<file path="src/rtl/cpmc_pkg.sv">
`default_nettype none

package cpmc_pkg;

	// clock rate and the brief shorted-signature interval
	localparam int CLK_MHZ = 50;
	localparam int SHORT_NS = 10000;
	// least time, so round up to whole cycles
	localparam int SHORT_CYC = (SHORT_NS * CLK_MHZ + 999) / 1000;
	// wait for data activity before falling back to a plain port
	localparam int FALLBACK_US = 2000;
	localparam int FALLBACK_CYC = FALLBACK_US * CLK_MHZ;

	// strap level that picks dedicated-charging auto-detect
	localparam logic STRAP_AUTO = 1'b1;

	// auto-detect signature states
	typedef enum logic [1:0]
	{
		DET_DIVIDER,
		DET_SHORTED,
		DET_SHORT12
	} cpmc_det_t;

	// downstream port flavour while the data switch is closed
	typedef enum logic
	{
		PORT_CHG,
		PORT_STD
	} cpmc_port_t;

	// raw pin and comparator levels, all asynchronous to clk
	typedef struct packed
	{
		logic charge_mode_select;
		logic client_attach;
		logic client_resp;
		logic host_active;
		logic data_seen;
	} cpmc_pins_t;

	// analog line controls toward the switch and bias network
	typedef struct packed
	{
		logic data_sw_on;
		logic lines_short;
		logic bias_2v7;
		logic bias_1v2;
		logic host_chg_sig;
	} cpmc_line_t;

	localparam cpmc_line_t LINE_RST = '{default: 1'b0};
	localparam cpmc_pins_t PINS_RST = '{default: 1'b0};

endpackage

`default_nettype wire

</file>
<file path="src/rtl/cpmc_mode_ctrl.sv">
`timescale 1ns/10ps
`default_nettype none

// What this block does
// - strap level picks port or auto-detect
// - auto-detect: power only, switch open
// - auto-detect entry starts in divider state
// - divider state biases both lines 2.7V
// - compliant client: shorted briefly, then 1.2V
// - shorted state joins lines, low impedance
// - 1.2V state: joined lines biased 1.2V
// - charging port presents handshake signature
// - fall back from charging to standard port
module cpmc_mode_ctrl
	import cpmc_pkg::*;
#(
	parameter int FALLBACK_CYCLES = FALLBACK_CYC
)
(
	input wire logic clk,
	input wire logic rst_n,
	input wire cpmc_pins_t pins,
	output var cpmc_line_t line_ctrl,
	output logic vbus_en,
	output var cpmc_det_t det_state,
	output var cpmc_port_t port_state
);

	localparam int SHORT_W = $clog2(SHORT_CYC + 1);
	localparam int FB_W = $clog2(FALLBACK_CYCLES + 1);
	localparam logic [SHORT_W-1:0] SHORT_LAST = SHORT_W'(SHORT_CYC - 1);
	localparam logic [FB_W-1:0] FB_LAST = FB_W'(FALLBACK_CYCLES - 1);
	localparam int HOLD_MAX = SHORT_CYC;

	cpmc_pins_t sync_s;
	logic mode_auto_q;
	cpmc_det_t det_q;
	cpmc_port_t port_q;
	logic [SHORT_W-1:0] short_cnt_q;
	logic [FB_W-1:0] fb_cnt_q;
	cpmc_line_t line_q;
	cpmc_line_t line_d;
	logic vbus_en_q;
	logic vbus_en_d;
	logic attach_s;

	cpmc_sync u_sync
	(
		.clk(clk),
		.rst_n(rst_n),
		.pins_in(pins),
		.pins_out(sync_s)
	);

	assign attach_s = sync_s.client_attach;

	// strap level picks mode
	// followed live, so a strap change re-enters the chosen mode cleanly
	always_ff @(posedge clk)
	begin
		if (!rst_n)
			mode_auto_q <= 1'b0;
		else
			mode_auto_q <= (sync_s.charge_mode_select == STRAP_AUTO);
	end

	// divider first on entry
	// outside auto-detect the machine parks in divider, so entry starts there
	always_ff @(posedge clk)
	begin
		if (!rst_n || !mode_auto_q || !attach_s)
			det_q <= DET_DIVIDER;
		else
		begin
			case (det_q)
				DET_DIVIDER:
					if (sync_s.client_resp)
						det_q <= DET_SHORTED;
				DET_SHORTED:
					if (short_cnt_q == SHORT_LAST)
						det_q <= DET_SHORT12;
				DET_SHORT12:
					det_q <= DET_SHORT12;
				default:
					det_q <= DET_DIVIDER;
			endcase
		end
	end

	// shorted interval counter, idle at zero elsewhere
	always_ff @(posedge clk)
	begin
		if (!rst_n || det_q != DET_SHORTED || !mode_auto_q || !attach_s)
			short_cnt_q <= '0;
		else
			short_cnt_q <= short_cnt_q + 1'b1;
	end

	// fallback to standard port
	// a client that saw a dedicated port never starts data; give it one
	always_ff @(posedge clk)
	begin
		if (!rst_n || mode_auto_q || !attach_s)
			port_q <= PORT_CHG;
		else
		begin
			case (port_q)
				PORT_CHG:
					if (fb_cnt_q == FB_LAST)
						port_q <= PORT_STD;
				PORT_STD:
					port_q <= PORT_STD;
				default:
					port_q <= PORT_CHG;
			endcase
		end
	end

	// data activity restarts the wait; standard holds until detach
	always_ff @(posedge clk)
	begin
		if (!rst_n || mode_auto_q || !attach_s || sync_s.data_seen
			|| port_q != PORT_CHG)
			fb_cnt_q <= '0;
		else
			fb_cnt_q <= fb_cnt_q + 1'b1;
	end

	// line control decode from current state
	always_comb
	begin
		line_d = LINE_RST;
		if (mode_auto_q)
		begin
			line_d.data_sw_on = 1'b0;
			case (det_q)
				DET_DIVIDER:
					line_d.bias_2v7 = 1'b1;
				DET_SHORTED:
					line_d.lines_short = 1'b1;
				DET_SHORT12:
				begin
					line_d.lines_short = 1'b1;
					line_d.bias_1v2 = 1'b1;
				end
				default:
					line_d.bias_2v7 = 1'b1;
			endcase
		end
		else
		begin
			line_d.data_sw_on = 1'b1;
			line_d.host_chg_sig = (port_q == PORT_CHG);
		end
	end

	// charging needs active host
	// auto-detect supplies power regardless of the upstream side
	assign vbus_en_d = mode_auto_q ? 1'b1 : sync_s.host_active;

	// registered outputs keep the analog controls glitch free
	always_ff @(posedge clk)
	begin
		if (!rst_n)
		begin
			line_q <= LINE_RST;
			vbus_en_q <= 1'b0;
		end
		else
		begin
			line_q <= line_d;
			vbus_en_q <= vbus_en_d;
		end
	end

	assign line_ctrl = line_q;
	assign vbus_en = vbus_en_q;
	assign det_state = det_q;
	assign port_state = port_q;

	auto_iso_a: assert property (@(posedge clk) disable iff (!rst_n)
		mode_auto_q |=> !line_q.data_sw_on && vbus_en_q)
		else $error("auto-detect left switch closed or power off");

	div_entry_a: assert property (@(posedge clk) disable iff (!rst_n)
		$rose(mode_auto_q) |-> det_q == DET_DIVIDER ##1 line_q.bias_2v7)
		else $error("auto-detect entry not in divider state");

	div_bias_a: assert property (@(posedge clk) disable iff (!rst_n)
		mode_auto_q && det_q == DET_DIVIDER
		|=> line_q.bias_2v7 && !line_q.lines_short && !line_q.bias_1v2)
		else $error("divider state without 2.7V bias");

	short_len_a: assert property (@(posedge clk) disable iff (!rst_n)
		$rose(det_q == DET_SHORTED) |-> ##[1:HOLD_MAX] det_q != DET_SHORTED)
		else $error("shorted state held too long");

	// exit to 1.2V only after full interval
	short_exit_a: assert property (@(posedge clk) disable iff (!rst_n)
		$rose(det_q == DET_SHORT12) |-> $past(short_cnt_q) == SHORT_LAST)
		else $error("1.2V state entered early");

	short_join_a: assert property (@(posedge clk) disable iff (!rst_n)
		mode_auto_q && det_q == DET_SHORTED
		|=> line_q.lines_short && !line_q.bias_2v7 && !line_q.bias_1v2)
		else $error("shorted state lines not joined");

	s12_bias_a: assert property (@(posedge clk) disable iff (!rst_n)
		mode_auto_q && det_q == DET_SHORT12
		|=> line_q.lines_short && line_q.bias_1v2)
		else $error("1.2V state without joined bias");

	chg_sig_a: assert property (@(posedge clk) disable iff (!rst_n)
		!mode_auto_q && port_q == PORT_CHG
		|=> line_q.host_chg_sig && line_q.data_sw_on)
		else $error("charging port without handshake signature");

	host_gate_a: assert property (@(posedge clk) disable iff (!rst_n)
		!mode_auto_q && !sync_s.host_active |=> !vbus_en_q)
		else $error("port powered while host inactive");

	fallback_a: assert property (@(posedge clk) disable iff (!rst_n)
		$rose(port_q == PORT_STD)
		|-> $past(fb_cnt_q) == FB_LAST ##1 !line_q.host_chg_sig)
		else $error("fallback timing wrong");

	detach_a: assert property (@(posedge clk) disable iff (!rst_n)
		!attach_s |=> det_q == DET_DIVIDER && port_q == PORT_CHG)
		else $error("detach did not restart detection");

endmodule

`default_nettype wire

</file>
<file path="src/rtl/cpmc_sync.sv">
`timescale 1ns/10ps
`default_nettype none

// two-flop synchroniser, one per bit
module cpmc_sync
	import cpmc_pkg::*;
(
	input wire logic clk,
	input wire logic rst_n,
	input wire cpmc_pins_t pins_in,
	output var cpmc_pins_t pins_out
);

	cpmc_pins_t meta_q;

	// first stage feeds only the second stage
	always_ff @(posedge clk)
	begin
		if (!rst_n)
		begin
			meta_q <= PINS_RST;
			pins_out <= PINS_RST;
		end
		else
		begin
			meta_q <= pins_in;
			pins_out <= meta_q;
		end
	end

endmodule

`default_nettype wire

</file>
<file path="config.mk">
export PLATFORM = sky130hd
export DESIGN_NAME = cpmc_mode_ctrl
export DESIGN_NICKNAME = d
export VERILOG_FILES = /design/src/rtl/cpmc_pkg.sv /design/src/rtl/cpmc_mode_ctrl.sv /design/src/rtl/cpmc_sync.sv
export SDC_FILE = /design/constraint.sdc
export NUM_CORES = 1
export LEC_CHECK = 0
export ABC_AREA = 1
export BUFFER_PORTS_ARGS = -buffer_cell sky130_fd_sc_hd__buf_2
export CORE_ASPECT_RATIO = 0.8
export CORE_MARGIN = 8
export CORE_UTILIZATION = 52
export DETAILED_ROUTE_END_ITERATION = 7
export PLACE_DENSITY = 0.85
export SLEW_MARGIN = 25
export SYNTH_ARGS = -nofsm -noshare
export SYNTH_HDL_FRONTEND = slang
export SYNTH_SLANG_ARGS = --single-unit
</file>
<file path="constraint.sdc">
create_clock -name clk -period 1.07 [get_ports clk]
set_input_delay 0.107 -clock clk [delete_from_list [all_inputs] [get_ports clk]]
set_output_delay 0.107 -clock clk [all_outputs]
set_load 0.02 [all_outputs]
</file>
# After elaboration in Yosys (flattened, before gate mapping)
# Index checks and enable logic that the tools add are counted.
[classes]
eq_ne = 7
muxes = 10
n_bitwise = 2
n_addsub = 2
reduce_logical = 17
[op_table]
columns = ["cell", "count"]
rows = [
  ["$add A17 B1 Y17 const B", 1],
  ["$eq A17 B17 Y1 const B", 1],
  ["$add A9 B1 Y9 const B", 1],
  ["$eq A9 B9 Y1 const B", 1],
  ["$logic_or A1 B1 Y1", 9],
  ["$mux W1", 6],
  ["$pmux W2 S3", 1],
  ["$mux W2", 2],
  ["$ne A2 B1 Y1 const B", 2],
  ["$reduce_and A2 Y1", 2],
  ["$reduce_or A2 Y1", 2],
  ["$logic_not A1 Y1", 3],
  ["$eq A2 B1 Y1 const B", 1],
  ["$eq A2 B2 Y1 const B", 1],
  ["$logic_not A2 Y1", 1],
  ["$ne A2 B2 Y1 const B", 1],
  ["$not A1 Y1", 2],
  ["$pmux W1 S2", 1],
]
[word_totals]
out_inout_bits = 9
ff_bits = 46
in_bits = 7

# Longest topological paths before layout
[depth]
ltp_word = 5
mapped_depth = 9
depth_no_buf = 9

# Hierarchy
# Synthesis repeated with hierarchy kept, for this count alone.
[unflattened]
hier_cells = 256
area_unflattened_um2 = 1878.1
[by_module_without_submodules]
columns = ["mod", "seq_area_each_um2", "cells_per_inst", "n_inst", "area_each_um2"]
rows = [
  ["cpmc_mode_ctrl", 720.7, 225, 1, 1591.5],
  ["cpmc_sync", 200.2, 31, 1, 286.5],
]

# Worst setup path after synthesis
# No wires, ideal clock.
[synth_timing]
path_type = "register -> register"
start = "register det_q[0] (netlist: det_state[0])"
end = "register det_q[1] (netlist: det_state[1])"
arrival_time_ns = 1.096
stages_incl_launch_ff = 7
required_ns = 0.955
setup_slack_ns = -0.141
path_cell_list = "dfxtp_1 > inv_1 > ha_1 > inv_1 > nand3_1 > nand2_1 > nor2_1"
[synth_between]
elab_chain_cells = 3
[synth_rtl]
columns = ["element", "line_no", "source"]
rows = [
  ["from (decl)", "cpmc_mode_ctrl.sv:37", "cpmc_det_t det_q;"],
  ["from (signal assigned)", "cpmc_mode_ctrl.sv:72", "det_q <= DET_DIVIDER;"],
  ["from (signal assigned)", "cpmc_mode_ctrl.sv:78", "det_q <= DET_SHORTED;"],
  ["from (signal assigned)", "cpmc_mode_ctrl.sv:81", "det_q <= DET_SHORT12;"],
  ["$eq A2 B1 Y1 / $logic_not A2 Y1 (equally long branches)", "cpmc_mode_ctrl.sv:75", "case (det_q)"],
  ["$ne A2 B2 Y1 (no source line) / $ne A2 B1 Y1 (equally long branches)", "--", ""],
  ["$reduce_and A2 Y1 (no source line)", "--", ""],
]
# Several ways; a longest one is shown, not always the timed one.
# A chain may end at the register's enable or synchronous reset.

# Worst setup path after layout
[layout_timing]
start = "register fb_cnt_q[0]"
end = "register fb_cnt_q[10]"
[layout_between]
elab_chain_cells = 1
[layout_rtl]
columns = ["element", "line_no", "source"]
rows = [
  ["from (decl)", "cpmc_mode_ctrl.sv:40", "logic [FB_W-1:0] fb_cnt_q;"],
  ["from (signal assigned)", "cpmc_mode_ctrl.sv:126", "fb_cnt_q <= fb_cnt_q + 1'b1;"],
  ["$add A17 B1 Y17", "cpmc_mode_ctrl.sv:126", ""],
]
# No other way between the ends.

==> metrics.txt <==
clock sink count 46; CP Launch Point fb_cnt_q[0]$_SDFF_PP0_; Slew Limit Fails 0; WHS -13.66 ps; largest net degree at the start of global routing 16; Vias/cell 5.721; initial DRC count 176; Main synth FF type dfxtp_1; Core ar. 3471 sq um; WP data arrival 1450 ps; Avg WL per Cell 18.72 microns; Area Overhead vs Synth 48.55%; actual slew at the worst max-slew pin 300.2 ps; placed cell count 330; final core utilization 81.51%; HPWL after DPL 2730 microns; CTS H-Tree Depth 2; root buffer cell clkbuf_8; final period utilization 115.5%; post-route setup slack -165.5 ps; number of flops mapped to enable cells by yosys 0; Worst setup EP type register; ranking of synthesized cells by area dfxtp_1 48%, nand2_1 10%, inv_1 8.7%; Die W 83.66 microns; Starting Density 54.87%; Rel. slew slack 79.96%; CTS buffer count 5; routed wl met3 541 microns; met1 WL 2498 microns; vias in the first global route 1737; CTS tree yes; Post-synth ARST share 0%; FF+latch count, synth 46; PD cells 1215 nW/um^2; failing checks hold timing, setup timing; gr ovfl total 0; met2 routed WL 3104 microns; Syn Std Cell Area 1904 sq um; Worst-path clk slew 90 ps; Final Wtd Congestion 0.8932; post-synth top area cell dfxtp_1; critical path peak fanout 6; Peak VDD IR 1.290 mV; clk buf depth 2; Syn Area/Cell 7.468 sq um; Die ar. 5867 sq um; Final Hold Fails 1; max layer used met4; RSZ-0062 raised after global routing yes; Antenna Cells 0; number of buffers added on ports 15; Die Span Y 70.13 microns; Max-Cap Viols 0; Via Count 2008; post-synthesis cell type count 24; crit path kind reg -> reg; final-stage net count 321; DR pass1 iterations 5; layout cells sized above 1 46.28%; remaining routing DRC violations 0; hold_sp pins[2]; most frequent cell after synthesis nand2_1; sequential share of the synthesized area 48.36%; wire length of the first global-routing pass 7672 microns; share of the synthesized area in the top cell type 48.36%; R2R Path Start fb_cnt_q[0]$_SDFF_PP0_; Static Leakage 1.097 nW; fin cells 351; Synth Instances 255; initial antenna violation count 0; Net Count, Synth 268; minimum clock period 1236 ps; worst path required time 1280 ps; Worst-Skew Late Latency 320 ps; row count 19; status finished with violations; skew final 6.669 ps; critical path launch point type register; overall routing resource usage 15.92%; Achievable Freq 809.4 MHz; final wirelength 6572 microns; setup TNS -1720 ps; Post-synth top cells 53 x nand2_1, 46 x dfxtp_1, 44 x inv_1; Worst Hold Class in -> reg; yosys warns 0; final setup violating endpoints 23; I/O pin count 16; Detail Route Antenna Nets 0; overall power 0.003437 W
[cell type report]
class                   instances  area [sq um]
flip-flops and latches         46         962.2
repair inverters                1         6.256
repair buffers                 48         365.4
clock inverters                 3         68.82
clock buffers                   5         68.82
multi-input cells             161          1116
inverters                      45         188.9
well taps                      42         52.55
fillers                       156         641.9
[state kept, by name, indices dropped and copies added, names as in the netlist]
name             count
port_state           1
line_ctrl            5
u_sync.pins_out      5
u_sync.meta_q        5
det_state            2
mode_auto_q          1
short_cnt_q          9
fb_cnt_q            17
vbus_en              1
[report_power, final]
group / switching [W] / internal (W) / total (W)
sequential: 0.0000124 / 0.00172 / 0.00173
combinational: 0.0000696 / 0.0000526 / 0.000122
clock: 0.000647 / 0.000936 / 0.00158
total: 0.000729 / 0.00271 / 0.00344
[logic make-up (layout without fill, tap and decap cells)]
group                      count (synthesis)  in the layout  share of synthesized area, %
AOI/OAI and AO/OA                         31             31                         8.476
DFF                                       46             46                         48.36
and+or+nand+nor                          122            122                         28.25
xor gates and xnor gates                   2              2                        0.9200
buffers and inverters                     48            102                         10.05
adders and majority gates                  6              6                         3.942
[metrics by stage]
stage	area, sq um	worst slack [ps]
3_3_place_gp	2188	-83.54
2_1_floorplan	1926	-1.954
5_1_grt	2829	-200.9
4_1_cts	2535	-48.90
6_report	2829	-165.5
3_5_place_dp	2188	-101.8
[critical path, stage by stage (launching register included)]
cell     delay, ps
dfxtp_4        380
ha_4           150
nand3_4        110
inv_4          110
nand2_8         70
o21ai_1        220
a21oi_2         90
[routing by layer]
metal	global-route usage (%)	vias to the layer above
met5	0	-
met4	9.369	0
met3	4.867	45
met2	27.80	127
met1	16.47	938
li1	-	898
[worst paths after layout]
path / end / slack [ps] / cells past startpoint
worst max-delay path: fb_cnt_q[10]$_SDFF_PP0_ / -170 / 6
worst min-delay path: u_sync.meta_q[2]$_SDFF_PN0_ / -10 / 3
worst max register to register: fb_cnt_q[10]$_SDFF_PP0_ / -170 / 6
worst min register to register: u_sync.pins_out[1]$_SDFF_PN0_ / 430 / 2
[cells in the final DEF (no fill, tap or decap), types with 3 or more instances in the layout]
master | synthesis | final
inv_2 | 1 | 5
inv_4 | 0 | 6
dfxtp_1 | 46 | 27
a21oi_1 | 18 | 12
nand3_2 | 0 | 3
o21ai_1 | 0 | 6
nor2_1 | 39 | 24
buf_4 | 1 | 27
nor2_4 | 1 | 9
nand2_4 | 0 | 5
clkbuf_8 | 0 | 5
buf_2 | 0 | 13
dlygate4sd3_1 | 0 | 4
a21oi_2 | 1 | 7
nand2_2 | 3 | 8
nor2_2 | 1 | 8
nand3_4 | 1 | 4
dfxtp_4 | 0 | 7
nand3_1 | 14 | 8
nand4_1 | 3 | 3
ha_4 | 0 | 4
inv_1 | 44 | 34
nand2_1 | 53 | 42
dfxtp_2 | 0 | 12
[timing repair]
item                                    4_1_cts  5_1_grt
gates resized for setup                      50       74
pin swaps                                    11       11
endpoints found under the setup margin       25       31
buffers inserted                              3        5
cloned                                        0        1
hold endpoints to repair                      4        0
hold buffers                                  4        0
Note: power is estimated with default switching activity, not from simulation.
